[src/hw/twu_pkg.sv]
package twu_pkg;

  // ----------------------------------------------------------------
  // register map (byte addresses on the apb bus)
  // ----------------------------------------------------------------
  localparam logic [7:0] TWU_OFF_CNT_HI = 8'h00;
  localparam logic [7:0] TWU_OFF_CNT_LO = 8'h04;
  localparam logic [7:0] TWU_OFF_PSC    = 8'h08;
  localparam logic [7:0] TWU_OFF_CTRL   = 8'h0C;
  localparam logic [7:0] TWU_OFF_WDG    = 8'h10;
  localparam logic [7:0] TWU_OFF_STAT   = 8'h14;

  // ----------------------------------------------------------------
  // reset values and fixed constants
  // ----------------------------------------------------------------
  localparam logic [7:0]  TWU_RST_CTRL  = 8'h12;
  localparam logic [7:0]  TWU_RST_BYTE  = 8'hFF;
  localparam logic [15:0] TWU_HW_CONST  = 16'hFFFF;
  localparam logic [7:0]  TWU_KEY_FIRST = 8'hAA;
  localparam logic [7:0]  TWU_KEY_SECOND = 8'h55;
  localparam int          TWU_WDG_EN_BIT = 6;
  localparam logic [7:0]  TWU_WDG_FILL  = 8'h3F;

  // internal clock divider for the timer tick
  localparam int          TWU_DIV       = 4;
  localparam logic [1:0]  TWU_DIV_LAST  = 2'(TWU_DIV - 1);

  // input mode field codes
  localparam logic [1:0] TWU_IN_EVENT  = 2'h0;
  localparam logic [1:0] TWU_IN_GATED  = 2'h1;
  localparam logic [1:0] TWU_IN_TRIG   = 2'h2;
  localparam logic [1:0] TWU_IN_RETRIG = 2'h3;

  // timer_control_reg layout, bit 7 down to bit 0
  typedef struct packed {
    logic       run_bit;
    logic       single;
    logic [1:0] input_mode_field;
    logic       input_enable_bit;
    logic       output_mode_bit;
    logic       output_level_bit;
    logic       output_enable_bit;
  } twu_ctrl_t;

endpackage : twu_pkg

[src/hw/twu_timer_watchdog.sv]
// Local design decisions: the placing of the registers and the APB register port.
`timescale 1ns/1ns
module twu_timer_watchdog
  import twu_pkg::*;
(
  input  wire logic        core_clk,
  input  wire logic        reset,
  input  wire logic        psel,
  input  wire logic        penable,
  input  wire logic        pwrite,
  input  wire logic [7:0]  paddr,
  input  wire logic [31:0] pwdata,
  output logic [31:0]      prdata,
  output logic             pready,
  output logic             pslverr,
  input  wire logic        count_input_pin,
  input  wire logic        hw_watchdog_strap,
  output logic             waveform_output_pin,
  output logic             eoc_irq,
  output logic             sys_reset_req
);

  // ----------------------------------------------------------------
  // state
  // ----------------------------------------------------------------
  twu_ctrl_t   ctrl_r;
  logic [15:0] const_r;
  logic [15:0] cnt_r;
  logic [7:0]  psc_r;
  logic [7:0]  psc_cnt_r;
  logic [1:0]  div_r;
  logic        const_new_r;
  logic        trig_r;
  logic        key_armed_r;
  logic        wdg_sw_r;
  logic        hw_wdg_r;
  logic        strap_done_r;
  logic        pin_r;
  logic        irq_r;
  logic        rst_req_r;
  logic [31:0] prdata_r;
  logic        pready_r;
  logic        pslverr_r;

  logic        fall;
  logic        tick4;
  logic        src_tick;
  logic        cnt_tick;
  logic        eoc;
  logic        wdg_on;
  logic        retrig;
  logic        key_reload;
  logic        start;
  logic        wr;
  logic        wr_hi;
  logic        wr_lo;
  logic        wr_psc;
  logic        wr_ctrl;
  logic        wr_wdg;
  logic [7:0]  wdata;
  logic        mapped;

  twu_fall_detect u_fall
  (
    .core_clk (core_clk),
    .reset    (reset),
    .level    (count_input_pin),
    .fall     (fall)
  );

  // ----------------------------------------------------------------
  // apb slave: setup then one access cycle, no wait states
  // ----------------------------------------------------------------
  assign wr      = psel & penable & pready_r & pwrite;
  assign wdata   = pwdata[7:0];
  assign wr_hi   = wr & (paddr == TWU_OFF_CNT_HI);
  assign wr_lo   = wr & (paddr == TWU_OFF_CNT_LO);
  assign wr_psc  = wr & (paddr == TWU_OFF_PSC);
  assign wr_ctrl = wr & (paddr == TWU_OFF_CTRL);
  assign wr_wdg  = wr & (paddr == TWU_OFF_WDG);
  assign mapped  = (paddr == TWU_OFF_CNT_HI) | (paddr == TWU_OFF_CNT_LO) |
                   (paddr == TWU_OFF_PSC) | (paddr == TWU_OFF_CTRL) |
                   (paddr == TWU_OFF_WDG) | (paddr == TWU_OFF_STAT);

  // answer is prepared in the setup cycle so every output is a flop
  always_ff @(posedge core_clk or posedge reset)
  begin
    if (reset)
    begin
      pready_r  <= 1'b0;
      pslverr_r <= 1'b0;
      prdata_r  <= 32'h0000_0000;
    end
    else
    begin
      pready_r  <= psel & ~penable;
      pslverr_r <= psel & ~penable & ~mapped;
      prdata_r  <= 32'h0000_0000;
      if (psel & ~penable & ~pwrite)
      begin
        case (paddr)
          // counter reads return the live value
          TWU_OFF_CNT_HI: prdata_r[7:0] <= cnt_r[15:8];
          TWU_OFF_CNT_LO: prdata_r[7:0] <= cnt_r[7:0];
          TWU_OFF_PSC:    prdata_r[7:0] <= psc_r;
          TWU_OFF_CTRL:   prdata_r[7:0] <= ctrl_r;
          TWU_OFF_WDG:    prdata_r[7:0] <= {1'b0, ~wdg_sw_r, TWU_WDG_FILL[5:0]};
          TWU_OFF_STAT:   prdata_r[2:0] <= {wdg_on, hw_wdg_r, pin_r};
          default:        prdata_r <= 32'h0000_0000;
        endcase
      end
    end
  end

  assign prdata  = prdata_r;
  assign pready  = pready_r;
  assign pslverr = pslverr_r;

  // ----------------------------------------------------------------
  // watchdog enables
  // ----------------------------------------------------------------
  // strap is caught once after reset release, never by the reset itself
  always_ff @(posedge core_clk or posedge reset)
  begin
    if (reset)
    begin
      strap_done_r <= 1'b0;
      hw_wdg_r     <= 1'b0;
    end
    else if (!strap_done_r)
    begin
      strap_done_r <= 1'b1;
      hw_wdg_r     <= ~hw_watchdog_strap;
    end
  end

  // software enable is sticky: only a reset clears it
  always_ff @(posedge core_clk or posedge reset)
  begin
    if (reset)
      wdg_sw_r <= 1'b0;
    else if (wr_wdg & ~pwdata[TWU_WDG_EN_BIT] & ~hw_wdg_r)
      wdg_sw_r <= 1'b1;
  end

  assign wdg_on = wdg_sw_r | hw_wdg_r;

  // ----------------------------------------------------------------
  // clock source selection
  // ----------------------------------------------------------------
  // free running divide by four of the internal clock
  always_ff @(posedge core_clk or posedge reset)
  begin
    if (reset)
      div_r <= 2'h0;
    else
      div_r <= div_r + 2'h1;
  end

  assign tick4 = (div_r == TWU_DIV_LAST);

  // triggerable mode waits for a falling edge after run is set
  always_ff @(posedge core_clk or posedge reset)
  begin
    if (reset)
      trig_r <= 1'b0;
    else if (!ctrl_r.run_bit)
      trig_r <= 1'b0;
    else if (fall & ctrl_r.input_enable_bit &
             (ctrl_r.input_mode_field == TWU_IN_TRIG))
      trig_r <= 1'b1;
  end

  // watchdog ignores run, mode and input bits and always runs on clk/4
  always_comb
  begin
    src_tick = 1'b0;
    if (wdg_on)
      src_tick = tick4;
    else if (!ctrl_r.run_bit)
      src_tick = 1'b0;
    else if (!ctrl_r.input_enable_bit)
      src_tick = tick4;
    else
    begin
      case (ctrl_r.input_mode_field)
        TWU_IN_EVENT:  src_tick = fall;
        TWU_IN_GATED:  src_tick = tick4 & count_input_pin;
        TWU_IN_TRIG:   src_tick = tick4 & trig_r;
        TWU_IN_RETRIG: src_tick = tick4;
        default:       src_tick = 1'b0;
      endcase
    end
  end

  assign retrig = ~wdg_on & ctrl_r.run_bit & ctrl_r.input_enable_bit &
                  (ctrl_r.input_mode_field == TWU_IN_RETRIG) & fall;
  assign key_reload = wdg_on & wr_lo & key_armed_r &
                      (wdata == TWU_KEY_SECOND);
  assign start = ~wdg_on & wr_ctrl & pwdata[7] & ~ctrl_r.run_bit;

  // ----------------------------------------------------------------
  // prescaler
  // ----------------------------------------------------------------
  // compare against the live register so a new value acts at once
  always_ff @(posedge core_clk or posedge reset)
  begin
    if (reset)
      psc_cnt_r <= 8'h00;
    else if (retrig | key_reload)
      psc_cnt_r <= 8'h00;
    else if (src_tick)
      psc_cnt_r <= (psc_cnt_r >= psc_r) ? 8'h00 : psc_cnt_r + 8'h01;
  end

  assign cnt_tick = src_tick & (psc_cnt_r >= psc_r);
  assign eoc      = cnt_tick & (cnt_r == 16'h0000);

  // prescaler stays writable even in watchdog mode
  always_ff @(posedge core_clk or posedge reset)
  begin
    if (reset)
      psc_r <= TWU_RST_BYTE;
    else if (wr_psc)
      psc_r <= wdata;
  end

  // ----------------------------------------------------------------
  // constant and counter
  // ----------------------------------------------------------------
  // constant frozen in watchdog mode; hardware mode keeps FFFFh
  always_ff @(posedge core_clk or posedge reset)
  begin
    if (reset)
      const_r <= TWU_HW_CONST;
    else if (!wdg_on)
    begin
      if (wr_hi)
        const_r[15:8] <= wdata;
      if (wr_lo)
        const_r[7:0] <= wdata;
    end
  end

  // a write in the same cycle as a load keeps the flag set
  always_ff @(posedge core_clk or posedge reset)
  begin
    if (reset)
      const_new_r <= 1'b0;
    else if (~wdg_on & (wr_hi | wr_lo))
      const_new_r <= 1'b1;
    else if (eoc | retrig | start)
      const_new_r <= 1'b0;
  end

  always_ff @(posedge core_clk or posedge reset)
  begin
    if (reset)
      cnt_r <= TWU_HW_CONST;
    else if (key_reload | retrig)
      cnt_r <= const_r;
    else if (start & const_new_r)
      cnt_r <= const_r;
    else if (eoc)
      cnt_r <= const_r;
    else if (cnt_tick)
      cnt_r <= cnt_r - 16'h0001;
  end

  // refresh key: any low byte write other than the first key disarms
  always_ff @(posedge core_clk or posedge reset)
  begin
    if (reset)
      key_armed_r <= 1'b0;
    else if (wr_lo)
      key_armed_r <= (wdata == TWU_KEY_FIRST);
  end

  // ----------------------------------------------------------------
  // control register
  // ----------------------------------------------------------------
  // software write wins over the single mode clear of run
  always_ff @(posedge core_clk or posedge reset)
  begin
    if (reset)
      ctrl_r <= twu_ctrl_t'(TWU_RST_CTRL);
    else if (wr_ctrl)
      ctrl_r <= twu_ctrl_t'(wdata);
    else if (eoc & ~wdg_on & ctrl_r.single)
      ctrl_r.run_bit <= 1'b0;
  end

  // ----------------------------------------------------------------
  // outputs
  // ----------------------------------------------------------------
  // pin idles high so other alternate functions can share it
  always_ff @(posedge core_clk or posedge reset)
  begin
    if (reset)
      pin_r <= 1'b1;
    else if (!ctrl_r.output_enable_bit)
      pin_r <= 1'b1;
    else if (eoc & ~wdg_on)
      pin_r <= ctrl_r.output_mode_bit ? ctrl_r.output_level_bit
                                      : ~pin_r;
  end

  // one pulse per end of count; routing lies outside this block
  always_ff @(posedge core_clk or posedge reset)
  begin
    if (reset)
    begin
      irq_r     <= 1'b0;
      rst_req_r <= 1'b0;
    end
    else
    begin
      irq_r     <= eoc & ~wdg_on;
      rst_req_r <= eoc & wdg_on;
    end
  end

  assign waveform_output_pin = pin_r;
  assign eoc_irq             = irq_r;
  assign sys_reset_req       = rst_req_r;
endmodule : twu_timer_watchdog

[src/hw/twu_fall_detect.sv]
`timescale 1ns/1ns
// falling edge detector for a pin already synchronous to the clock
module twu_fall_detect
(
  input  wire logic core_clk,
  input  wire logic reset,
  input  wire logic level,
  output logic      fall
);

  logic prev_r;

  // reset low: a fall needs a high seen first, so no false edge after reset
  always_ff @(posedge core_clk or posedge reset)
  begin
    if (reset)
      prev_r <= 1'b0;
    else
      prev_r <= level;
  end

  assign fall = prev_r & ~level;

endmodule : twu_fall_detect

[config.mk]
export PLATFORM = sky130hd
export DESIGN_NAME = twu_timer_watchdog
export DESIGN_NICKNAME = d
export VERILOG_FILES = /design/src/hw/twu_pkg.sv /design/src/hw/twu_timer_watchdog.sv /design/src/hw/twu_fall_detect.sv
export SDC_FILE = /design/constraint.sdc
export NUM_CORES = 1
export LEC_CHECK = 0
export ABC_CLOCK_PERIOD_IN_PS = 3000
export BUFFER_PORTS_ARGS = -buffer_cell sky130_fd_sc_hd__clkbuf_2
export CORE_MARGIN = 5
export CORE_UTILIZATION = 46
export CTS_BUF_LIST = sky130_fd_sc_hd__clkbuf_4
export DETAILED_ROUTE_END_ITERATION = 10
export PLACE_DENSITY = 0.7
export SLEW_MARGIN = 20
export SYNTH_ARGS = -nofsm -noshare
export SYNTH_HDL_FRONTEND = slang
export SYNTH_SLANG_ARGS = --single-unit
[constraint.sdc]
create_clock -name core_clk -period 3 [get_ports core_clk]
set_input_delay 0.15 -clock core_clk [delete_from_list [all_inputs] [get_ports core_clk]]
set_output_delay 0.15 -clock core_clk [all_outputs]
set_load 0.03 [all_outputs]
# Word-level counts from Yosys, hierarchy flattened

Index checks and enable logic that the tools add are counted.
Widths: inputs -> output; s select.

Register bits after elaboration: 102
Bits in latches: 0
Memory bits (writable): 0
Memory bits (read-only): 0
Input bits: 47
Output and inout port bits: 37
Logic and storage cells: 131
Memories kept: 0

Add/sub/neg operators: 3
Multipliers: 0
Divide/modulo/power cells: 0
$lt $le $gt $ge: 1
Equal/unequal tests: 13
Shifts and indexed selects: 0
Multiplexer cells: 23
Bitwise logic cells: 56
Reductions and logical operators: 9

Operator list:

| cell                  | number |
|---|---|
| $mux 16               | 4 |
| $and 1x1->1           | 35 |
| $mux 8                | 4 |
| $pmux 5 s5            | 1 |
| $pmux 3 s6            | 1 |
| $eq 8x4->1 const B    | 2 |
| $eq 8x5->1 const B    | 2 |
| $logic_not 16->1      | 1 |
| $sub 16x1->16 const B | 1 |
| $mux 1                | 12 |
| $not 1->1             | 11 |
| $or 1x1->1            | 10 |
| $add 8x1->8 const B   | 1 |
| $eq 8x3->1 const B    | 1 |
| $eq 8x7->1 const B    | 1 |
| $eq 8x8->1 const B    | 1 |
| $ge 8x8->1            | 1 |
| $logic_not 8->1       | 1 |
| $eq 2x2->1 const B    | 3 |
| $reduce_bool 2->1     | 3 |
| $ne 2x1->1 const B    | 2 |
| $pmux 1 s4            | 1 |
| $reduce_and 2->1      | 2 |
| $reduce_bool 4->1     | 1 |
| other kinds (3)       | 3 |

# Logic depth before layout (Yosys ltp)

Gate-level depths: netlist of run 1.

Depth in word-level cells: 12
Mapped depth: 10
Depth with buffers taken out: 8

# Hierarchy

A second synthesis of run 1 with hierarchy kept.

Cell total of the unflattened synthesis: 442
Area, all modules: 4,533.1 sq um

Modules (own cells, without submodules):

| module             | times used | cells an instance | area an instance (sq um) | sequential area each (sq um) |
|---|---|---|---|---|
| twu_timer_watchdog | 1          | 439               | 4,490.6                  | 1,980.6 |
| twu_fall_detect    | 1          | 3                 | 42.5                     | 25.0 |

# Worst setup path before layout of run 1

OpenSTA, ideal clock, no wires.

Kind: register to register
Start point: reg psc_r[0]
End point: reg cnt_r[8]
Library setup time: 0.083 ns
Data arrival time: 2.391 ns
Required time: 2.917 ns
Path slack: 0.525 ns
Cell stages (with the launch flop): 10
Path buffers: 2
Clock period less this slack: 2.475 ns
Cell sequence: dfstp_2 > ha_1 > nand2b_1 > a2111o_1 > a31o_1 > buf_2 > nand2_1 > clkbuf_1 > a211oi_1 > o32a_1

Word-level cells in the longest chain between the ends: 6
Elaborated cells between the ends (all ways): 7
Classes of those cells: order compare: 1; mux: 3; bitwise: 2; reduce/logical: 1

Ends and longest elaborated chain:

| item                     | RTL line                  | RTL |
|---|---|---|
| start: declaration       | twu_timer_watchdog.sv:29  | `logic [7:0] psc_r;` |
| start signal: assignment | twu_timer_watchdog.sv:225 | `psc_r <= wdata;` |
| $ge 8x8->1 (*)           | twu_timer_watchdog.sv:216 | `assign cnt_tick = src_tick & (psc_cnt_r >= psc_r);` |
| $and 1x1->1 (*)          | twu_timer_watchdog.sv:216 |  |
| $and 1x1->1              | twu_timer_watchdog.sv:217 | `assign eoc = cnt_tick & (cnt_r == 16'h0000);` |
| $mux 16                  | twu_timer_watchdog.sv:264 | `else if (eoc)` |
| $mux 16                  | twu_timer_watchdog.sv:262 | `else if (start & const_new_r)` |
| $mux 16                  | twu_timer_watchdog.sv:260 | `else if (key_reload \| retrig)` |
| end signal: assignment   | twu_timer_watchdog.sv:261 | `cnt_r <= const_r;` |
| end signal: assignment   | twu_timer_watchdog.sv:263 | `cnt_r <= const_r;` |
| end signal: assignment   | twu_timer_watchdog.sv:265 | `cnt_r <= const_r;` |
| end: declaration         | twu_timer_watchdog.sv:28  | `logic [15:0] cnt_r;` |

Mark *: on every way between the ends. The rest lies on a longest branch, timed or not.
A chain may end at the register's enable or synchronous reset.

# Worst setup path after layout of run 1

Start point: reg wdg_sw_r
End point: reg cnt_r[4]

Word-level cells in the longest chain between the ends: 8
Elaborated cells between the ends (all ways): 21
Classes of those cells: mux: 4; bitwise: 16; reduce/logical: 1

Ends and longest elaborated chain:

| item                                                   | RTL line                                             | RTL |
|---|---|---|
| start: declaration                                     | twu_timer_watchdog.sv:35                             | `logic wdg_sw_r;` |
| start signal: assignment                               | twu_timer_watchdog.sv:141                            | `wdg_sw_r <= 1'b0;` |
| start signal: assignment                               | twu_timer_watchdog.sv:143                            | `wdg_sw_r <= 1'b1;` |
| $or 1x1->1 (*)                                         | twu_timer_watchdog.sv:146                            | `assign wdg_on = wdg_sw_r \| hw_wdg_r;` |
| $not 1->1                                              | twu_timer_watchdog.sv:196, twu_timer_watchdog.sv:200 |  |
| $and 1x1->1 (on tied branches) (3 in series)           | twu_timer_watchdog.sv:196, twu_timer_watchdog.sv:200 |  |
| $and 1x1->1 (on tied branches)                         | twu_timer_watchdog.sv:197, twu_timer_watchdog.sv:262 |  |
| $or 1x1->1 or $mux 16 (tied branches)                  | twu_timer_watchdog.sv:260, twu_timer_watchdog.sv:262 |  |
| $reduce_bool 4->1 (no line) or $mux 16 (tied branches) | --                                                   |  |

Marks and branches as above.

==> results of run 1 <==
cells in the mapped netlist, drive strengths merged, types with 6 or more instances:
cell type	number	share of area
nand4	11	0.016
clkbuf	7	0.0058
a21o	6	0.0099
a211oi	6	0.011
nor4	8	0.014
o21ai	17	0.019
inv	24	0.020
dfrtp	35	0.19
ha	15	0.041
nor2	29	0.025
nand2	43	0.035
nor3	17	0.027
nand3	14	0.015
buf	32	0.054
dfstp	43	0.25
mux2	29	0.072
a21oi	16	0.018
power by group through the flow:
| stage | combinational, W | sequential, W | clock, W |
|---|---|---|---|
| floorplan | 0.000266 | 0.00117 | 0 |
| global placement | 0.000332 | 0.00120 | 0 |
| detailed placement | 0.000337 | 0.00120 | 0 |
| CTS | 0.000345 | 0.00118 | 0.000563 |
| global route | 0.000386 | 0.00119 | 0.000613 |
| finish | 0.000350 | 0.00118 | 0.000541 |
flip-flops by register name, summed over array words and instances, names as in the netlist, 2 cells and up:
signal	count
prdata	8
psc_cnt_r	8
const_r	16
div_r	2
cnt_r	16
psc_r	8
ctrl_r	8
layout make-up:
type,instances,area (um^2),share of cell area
tap,133,166,0.0334
timing repair buffer,52,335,0.0673
clock buffer,9,67.6,0.0136
clock inverter,7,40.0,0.00804
multi-input combinational,323,2270,0.456
sequential,78,2010,0.403
antenna,1,2.50,0.000503
inverter,24,90.1,0.0181
stage by stage:
stage | hold slack [ns] | total power, W | std cells
6_report | 0.0301 | 0.00207 | 627
5_1_grt | -0.000405 | 0.00219 | 626
4_1_cts | 0.00336 | 0.00209 | 624
3_5_place_dp | 0.298 | 0.00154 | 602
3_3_place_gp | 0.288 | 0.00153 | 602
2_1_floorplan | 0.181 | 0.00144 | 464
worst reg2reg max path: stages, from the launching register on:
cell     delay [ns]
dfrtp_1        0.47
nor2_1         0.39
nor4_1         0.13
a21bo_1        0.36
nor2_1         0.74
nand2_1        0.30
o221a_2        0.32
per-layer routing:
layer  wire (um)  track usage  vias up
met2        5600        0.326      135
met4         281       0.0757        0
met3         709       0.0523       22
met1        4850        0.259     1785
met5           0            0        -
li1            -            -     1669
cells in the final DEF (no fill, tap or decap), types with 12 or more instances in the layout:
master     n
inv_1     23
a21oi_1   16
nor3_1    12
mux2_2    29
nand3_1   14
conb_1    25
ha_1      15
clkbuf_2  35
dfstp_2   43
nand2_1   43
o21ai_0   17
dfrtp_1   35
nor2_1    27
kinds of logic after synthesis:
| logic type | count (synthesis) | synth area share |
|---|---|---|
| buf+inv | 63 | 0.0799 |
| other cells | 2 | 0.00165 |
| mux | 37 | 0.103 |
| fa+ha+maj | 15 | 0.0412 |
| compound gates | 93 | 0.148 |
| flops | 78 | 0.440 |
| simple gates | 153 | 0.186 |
path summary, 6_finish.rpt:
kind / start / slack (ns) / cells past startpoint / endpoint
setup / recovery: wdg_sw_r$_DFFE_PP0P_ / 0.24 / 6 / cnt_r[4]$_DFFE_PP1P_
hold / removal: pwdata[7] / 0.03 / 2 / ctrl_r[7]$_DFFE_PP0P_
setup reg to reg: wdg_sw_r$_DFFE_PP0P_ / 0.24 / 6 / cnt_r[4]$_DFFE_PP1P_
hold reg to reg: div_r[0]$_DFF_PP0_ / 0.43 / 1 / div_r[0]$_DFF_PP0_
max in group asynchronous: reset / 1.85 / 4 / cnt_r[8]$_DFFE_PP1P_
min in group asynchronous: reset / 0.37 / 3 / hw_wdg_r$_DFFE_PP0N_
==> impl_metrics.py, run 1 <==
metrics = {
    "outcome": {
        "outcome": "finished, final reports clean",
    },
    "synth": {
        "yosysUniqueCellTypes": 67,
        "synth_edf_count": 0,
        "synth.avg_cell_area_um2": 10.3,
        "yosys_register_bits": 78,
        "yosys_warnings": 0,
        "syn_inst": 441,
        "synth_area_um2": 4560,
        "synthFlopType": "dfstp_2",
        "async_flop_share": 1.00,
        "yosysSeqAreaShare": 0.440,
    },
    "finish": {
        "nets": 550,
        "finalInstanceArea_um2": 4980,
        "syn2layout_area_growth_pct": 9.31,
        "fillers": 933,
        "post-route-util": 0.512,
        "drive_above_1_share": 0.314,
    },
    "cts": {
        "htree_num_levels": 3,
        "clock_path_buffers": 2,
        "cts-buffers-inserted": 9,
        "tritoncts": "done",
        "path_clk_slew_ns": 0.14,
        "cts_hold_buf": 6,
        "root_buffer": "clkbuf_4",
        "post_cts_buffers": 0,
        "clk_latency_ns": 0.46,
        "cts_resized": 0,
        "clock_sinks": 78,
    },
    "grt": {
        "grt_max_degree": 43,
        "grt_pass1_vias": 3499,
        "antenna_found_initial": 0,
        "gr-usage-all-layers": 0.201,
        "grt_pass1_wl_mm": 18.2,
        "grt_overflow": 0,
    },
    "route": {
        "postRouteAntennaNets": 0,
        "drt-pass1-iter-count": 5,
        "vias": 3611,
        "viasPerCell": 5.76,
        "wirelength_mm": 11.4,
        "wl_per_cell_um": 18.2,
        "drc": 0,
        "first_iter_violations": 281,
    },
    "sta": {
        "maxSlewViolCount": 0,
        "max_freq_mhz": 362,
        "final.setup.worst_slack_ns": 0.240,
        "timing.final.hold_violations": 0,
        "fin_skew_ns": 0.0212,
        "post-route-period-util": 0.920,
        "fin_setup_tns_ns": 0,
        "setup_viol": 0,
        "slew_headroom": 0.413,
        "worst_slew_pin_slew_ns": 0.877,
        "fin_crit_ns": 2.76,
        "grt_setup_unrepaired": "false",
    },
    "floorplanning": {
        "start_util": 0.468,
        "fp.dieH_um": 110,
        "die_w_um": 110,
        "rows": 36,
        "dieArea_um2": 12000,
        "ios": 84,
        "coreArea_um2": 9730,
    },
    "critical_path": {
        "path_max_fanout": 12,
        "path_common_cell": "nor2_1",
        "critical_path_class": "reg -> reg",
        "worst_ep_required_time_ns": 3.39,
        "critPathMaxStageDelay_ns": 0.74,
        "path_cells": "nor2_1 > nor4_1 > a21bo_1 > nor2_1 > nand2_1 > o221a_2",
        "worst_setup_path_start_kind": "flop",
        "cpLargestDelayFamily": "simple AND/OR/NAND/NOR gates",
        "worstSetupEndpointType": "flop",
        "arrival_ns": 3.15,
        "cp_slowest_cell": "nor2_1",
        "worst-path-buf-inv": 0,
    },
    "placed_design": {
        "gp_congestion": 0.941,
        "port_buffers": 35,
        "post_dp_cell_area_um2": 4790,
        "dp_hpwl_mm": 8.60,
        "dpl_worst_slack_ns": 0.312,
    },
    "worst_hold_path": {
        "hold_class": "in -> reg",
    },
    "pwr": {
        "p_per_area_nw_per_um2": 416,
        "peakVddDrop_uv": 355,
        "p_switching_w": 0.000663,
        "cellLeakagePower_nw": 2.20,
        "p_int_w": 0.00141,
        "p_seq_frac": 0.570,
        "comb_power_share": 0.169,
        "swShare": 0.320,
        "clockPowerShare": 0.261,
    },
    "run": {
        "cap_violations": 0,
    },
}
No activity file was read; power rests on OpenSTA's default activity.
==> run 2, diff against run 1 <==
--- a/config.mk
+++ b/config.mk
@@ -7,7 +7,6 @@
 export LEC_CHECK = 0
 export ABC_CLOCK_PERIOD_IN_PS = 3000
 export BUFFER_PORTS_ARGS = -buffer_cell sky130_fd_sc_hd__clkbuf_2
-export CORE_MARGIN = 5
 export CORE_UTILIZATION = 46
 export CTS_BUF_LIST = sky130_fd_sc_hd__clkbuf_4
 export DETAILED_ROUTE_END_ITERATION = 10
==> impl_metrics.py, run 2 (synthesis results as in run 1) <==
metrics = {
    "cts": {
        "clk_latency_ns": 0.46,
        "clock_sinks": 78,
        "tritoncts": "done",
        "path_clk_slew_ns": 0.14,
        "post_cts_buffers": 0,
        "htree_num_levels": 3,
        "root_buffer": "clkbuf_4",
        "clock_path_buffers": 2,
        "cts-buffers-inserted": 9,
    },
    "sta": {
        "grt_setup_unrepaired": "false",
        "fin_skew_ns": 0.0241,
        "max_freq_mhz": 364,
        "slew_headroom": 0.402,
        "setup_viol": 0,
        "timing.final.hold_violations": 0,
        "fin_setup_tns_ns": 0,
        "post-route-period-util": 0.917,
        "worst_slew_pin_slew_ns": 0.895,
        "fin_crit_ns": 2.75,
        "maxSlewViolCount": 0,
    },
    "critical_path": {
        "timing.rr.start": "hw_wdg_r$_DFFE_PP0N_",
        "timing.rr.end": "cnt_r[4]$_DFFE_PP1P_",
        "critical_path_class": "reg -> reg",
        "path_max_fanout": 12,
        "arrival_ns": 3.13,
        "rr_worst_depth": 6,
        "worst_ep_required_time_ns": 3.38,
        "reg2reg_setup_slack_ns": 0.25,
        "worst_setup_path_start_kind": "flop",
        "worstSetupEndpointType": "flop",
    },
    "finish": {
        "drive_above_1_share": 0.324,
        "fillers": 858,
        "finalInstanceArea_um2": 4970,
        "reg_top3": "cnt_r (16), const_r (16)",
        "final_cell_mix": "43 x nand2_1, 43 x dfstp_2, 35 x dfrtp_1, 35 x clkbuf_2, 29 x mux2_2",
        "nets": 548,
        "diodes": 0,
        "syn2layout_area_growth_pct": 9.20,
    },
    "floorplanning": {
        "dieArea_um2": 10300,
        "die_w_um": 102,
        "rows": 35,
        "start_util": 0.484,
        "fp.dieH_um": 102,
        "ios": 84,
        "coreArea_um2": 9420,
    },
    "route": {
        "drc": 0,
        "wl_per_cell_um": 18.2,
        "postRouteAntennaNets": 0,
        "vias": 3673,
        "wirelength_mm": 11.3,
        "viasPerCell": 5.92,
        "drt-pass1-iter-count": 5,
        "first_iter_violations": 296,
    },
    "run": {
        "cap_violations": 0,
    },
    "grt": {
        "grt_overflow": 0,
        "antenna_found_initial": 0,
        "grt_max_degree": 44,
        "grt_pass1_vias": 3412,
        "gr-usage-all-layers": 0.233,
        "grt_pass1_wl_mm": 17.8,
    },
    "placed_design": {
        "dp_hpwl_mm": 8.24,
        "gp_congestion": 0.896,
        "port_buffers": 35,
        "post_dp_cell_area_um2": 4780,
    },
    "pwr": {
        "cellLeakagePower_nw": 2.22,
        "p_per_area_nw_per_um2": 442,
        "peakVddDrop_uv": 304,
    },
    "worst_hold_path": {
        "min_path_cells": 3,
        "hold_class": "in -> reg",
        "hp-start": "paddr[1]",
        "min_to": "pslverr$_DFF_PP0_",
    },
    "outcome": {
        "outcome": "finished, final reports clean",
    },
}
-- run 2: changes by cell type in the layout (fill, tap and decap cells not counted), sizes merged --
cell         delta
clkbuf          +1
dlygate4sd3     -3
clkinvlp        -2
bufinv          +1
buf             +1
diode           -1
-- run 2: report_power, final --
group / internal [W] / total (W) / switching [W]
clock network: 0.000269 / 0.000669 / 0.000400
logic: 0.000128 / 0.000348 / 0.000221
registers: 0.00112 / 0.00118 / 0.0000685
total: 0.00151 / 0.00220 / 0.000689
-- run 2: through the flow --
step | total power (W) | hold slack, ns | utilization | setup WS (ns) | cells
6_report | 0.00220 | 0.00787 | 0.528 | 0.250 | 620
3_3_place_gp | 0.00153 | 0.287 | 0.508 | 0.367 | 599
3_5_place_dp | 0.00154 | 0.290 | 0.508 | 0.363 | 599
5_1_grt | 0.00228 | 0.0102 | 0.528 | 0.144 | 620
2_1_floorplan | 0.00144 | 0.181 | - | 0.525 | 464
4_1_cts | 0.00220 | 0.00233 | 0.528 | 0.329 | 620
-- run 2: worst max-delay path by stage --
stage / from / to / slack (ns) / depth (start not counted)
after floorplan: psc_r[0]$_DFFE_PP1P_ / cnt_r[8]$_DFFE_PP1P_ / 0.53 / 9
after global placement: hw_wdg_r$_DFFE_PP0N_ / cnt_r[4]$_DFFE_PP1P_ / 0.37 / 6
after detailed placement: ctrl_r[4]$_DFFE_PP1N_ / cnt_r[8]$_DFFE_PP1P_ / 0.36 / 8
after CTS: hw_wdg_r$_DFFE_PP0N_ / cnt_r[4]$_DFFE_PP1P_ / 0.33 / 6
after global routing: hw_wdg_r$_DFFE_PP0N_ / cnt_r[4]$_DFFE_PP1P_ / 0.14 / 6
final: hw_wdg_r$_DFFE_PP0N_ / cnt_r[4]$_DFFE_PP1P_ / 0.25 / 6
-- run 2: worst max-delay path: stages (launching register included) --
cell	delay [ns]
dfrtp_1	0.46
nor2_1	0.36
nor4_1	0.13
a21bo_1	0.36
nor2_1	0.73
nand2_1	0.31
o221a_2	0.32
-- run 2: layout make-up --
type                    instances  area (um^2)  share of cell area
flip-flops and latches         78         2010               0.403
clock buffers                  10         75.1              0.0151
multi-input cells             323         2270               0.457
clock inverters                 6         70.1              0.0141
well taps                     129          161              0.0324
inverters                      24         90.1              0.0181
repair buffers                 50          300              0.0604
-- run 2: what timing repair did --
action,CTS,global route
hold buffers,5,0
setup endpoints to repair,0,0
gates resized for setup,0,0
hold endpoints to repair,18,0
-- run 2: routing by layer --
metal | GRT usage | wire (um)
met2 | 0.371 | 5380
met1 | 0.320 | 4900
met3 | 0.0338 | 748
met4 | 0.0936 | 278
met5 | 0 | 0
==> run 3, diff against run 2 <==
--- a/config.mk
+++ b/config.mk
@@ -10,6 +10,8 @@
 export CORE_UTILIZATION = 46
 export CTS_BUF_LIST = sky130_fd_sc_hd__clkbuf_4
 export DETAILED_ROUTE_END_ITERATION = 10
+export GPL_TIMING_DRIVEN = 1
+export HOLD_SLACK_MARGIN = 0.06
 export PLACE_DENSITY = 0.7
 export SLEW_MARGIN = 20
 export SYNTH_ARGS = -nofsm -noshare
==> impl_metrics.py, run 3 (synthesis results as in run 1) <==
metrics = {
    "grt": {
        "grt_pass1_wl_mm": 18.1,
        "grt_pass1_vias": 3471,
        "grt.met2_usage": 0.383,
        "grt_overflow": 0,
        "antenna_found_initial": 0,
        "gr-usage-all-layers": 0.236,
        "grt_max_degree": 44,
        "grt-busiest-layer": "met2",
        "use_met3": 0.0338,
        "grt_use_met1": 0.321,
    },
    "critical_path": {
        "cp_slowest_cell": "nor2_1",
        "critical_path_class": "reg -> reg",
        "path_common_cell": "nor2_1",
        "worst_setup_path_start_kind": "flop",
        "critPathMaxStageDelay_ns": 0.71,
        "path_cells": "nor2_1 > nor4_1 > a21bo_1 > nor2_1 > nand2_1 > o221a_2",
        "path_max_fanout": 12,
        "worst-path-buf-inv": 0,
        "worstSetupEndpointType": "flop",
        "arrival_ns": 3.10,
        "worst_ep_required_time_ns": 3.38,
        "cpLargestDelayFamily": "simple AND/OR/NAND/NOR gates",
    },
    "finish": {
        "reg_top3": "cnt_r (16), const_r (16)",
        "ff_latch_area_um2": 2010,
        "nets": 555,
        "drive_above_1_share": 0.319,
        "multi_input_area_um2": 2270,
        "final_cells": 627,
        "diodes": 0,
        "syn2layout_area_growth_pct": 10.7,
        "fillers": 851,
        "final_cell_mix": "43 x nand2_1, 43 x dfstp_2, 35 x dfrtp_1, 35 x clkbuf_2, 29 x mux2_2",
    },
    "cts": {
        "cts-buffers-inserted": 9,
        "clock_path_buffers": 2,
        "path_clk_slew_ns": 0.14,
        "tritoncts": "done",
        "post_cts_buffers": 0,
        "htree_num_levels": 3,
        "root_buffer": "clkbuf_4",
        "clk_latency_ns": 0.46,
        "clock_sinks": 78,
    },
    "floorplanning": {
        "coreArea_um2": 9420,
        "dieArea_um2": 10300,
        "fp.dieH_um": 102,
        "rows": 35,
        "ios": 84,
        "die_w_um": 102,
        "start_util": 0.484,
    },
    "route": {
        "first_iter_violations": 273,
        "wirelength_mm": 11.5,
        "drt-pass1-iter-count": 5,
        "viasPerCell": 5.90,
        "postRouteAntennaNets": 0,
        "wl_per_cell_um": 18.3,
        "drc": 0,
        "vias": 3699,
    },
    "sta": {
        "slew_headroom": 0.402,
        "final.setup.worst_slack_ns": 0.277,
        "fin_skew_ns": 0.0223,
        "worst_slew_pin_slew_ns": 0.896,
        "post-route-period-util": 0.908,
        "grt_setup_unrepaired": "false",
        "maxSlewViolCount": 0,
        "fin_setup_tns_ns": 0,
        "timing.final.hold_violations": 0,
        "setup_viol": 0,
        "fin_crit_ns": 2.72,
        "max_freq_mhz": 367,
    },
    "pwr": {
        "p_per_area_nw_per_um2": 437,
        "cellLeakagePower_nw": 2.25,
        "comb_power_share": 0.160,
        "p_seq_frac": 0.537,
        "p_total_w": 0.00221,
        "swShare": 0.312,
        "p_switching_w": 0.000689,
        "p_int_w": 0.00152,
        "clockPowerShare": 0.303,
        "peakVddDrop_uv": 302,
    },
    "placed_design": {
        "dp_hpwl_mm": 8.24,
        "port_buffers": 35,
        "dp.cells": 599,
        "gp_congestion": 0.896,
        "dpl_worst_slack_ns": 0.363,
    },
    "outcome": {
        "outcome": "finished, final reports clean",
    },
    "run": {
        "cap_violations": 0,
    },
    "worst_hold_path": {
        "hold_class": "in -> reg",
    },
}
run 3: cell types whose count changed in the layout (fill, tap and decap cells not counted), sizes merged:
cell	change
dlygate4sd3	+7
run 3: final timing paths:
check / startpoint / endpoint / slack (ns) / cells after the start
worst max-delay path: hw_wdg_r$_DFFE_PP0N_ / cnt_r[4]$_DFFE_PP1P_ / 0.28 / 6
worst min-delay path: paddr[6] / pslverr$_DFF_PP0_ / 0.07 / 4
min in group asynchronous: reset / div_r[1]$_DFF_PP0_ / 0.40 / 3
worst min register to register: div_r[0]$_DFF_PP0_ / div_r[0]$_DFF_PP0_ / 0.44 / 1
worst max register to register: hw_wdg_r$_DFFE_PP0N_ / cnt_r[4]$_DFFE_PP1P_ / 0.28 / 6
max in group asynchronous: reset / const_r[14]$_DFFE_PP1P_ / 1.73 / 4
run 3: final cells by class:
class / instances / area share
flip-flops and latches: 78 / 0.398
repair buffers: 57 / 0.0734
well taps: 129 / 0.0320
inverters: 24 / 0.0179
multi-input cells: 323 / 0.450
clock buffers: 10 / 0.0149
clock inverters: 6 / 0.0139
run 3: layer usage:
| metal | part of all wire | wire length [um] | up-vias |
|---|---|---|---|
| li1 | - | - | 1678 |
| met1 | 0.43 | 4930 | 1833 |
| met2 | 0.49 | 5600 | 169 |
| met4 | 0.018 | 206 | 0 |
| met5 | 0 | 0 | - |
| met3 | 0.064 | 737 | 19 |
run 3: metrics by stage:
step	utilization	hold WS, ns	cell area [um^2]
after floorplan	-	0.181	4640
after global placement	0.508	0.287	4780
after detailed placement	0.508	0.290	4780
after CTS	0.536	0.0647	5040
after global routing	0.536	0.0802	5040
final	0.536	0.0736	5040
run 3: timing repair:
action,in CTS,in global routing
setup endpoints to repair,0,0
hold buffers,12,0
hold endpoints to repair,33,0
resized for setup,0,0
run 3: power groups by stage:
stage,clock (W),sequential (W),combinational (W)
floorplan,0,0.00117,0.000266
detailed placement,0,0.00120,0.000335
global placement,0,0.00120,0.000329
global route,0.000716,0.00119,0.000384
CTS,0.000677,0.00118,0.000350
finish,0.000669,0.00118,0.000353
run 3: worst min-delay path: stages:
cell,delay (ns)
clkbuf_2,0.07
or4_4,0.14
a211oi_1,0.05
nor2_1,0.08
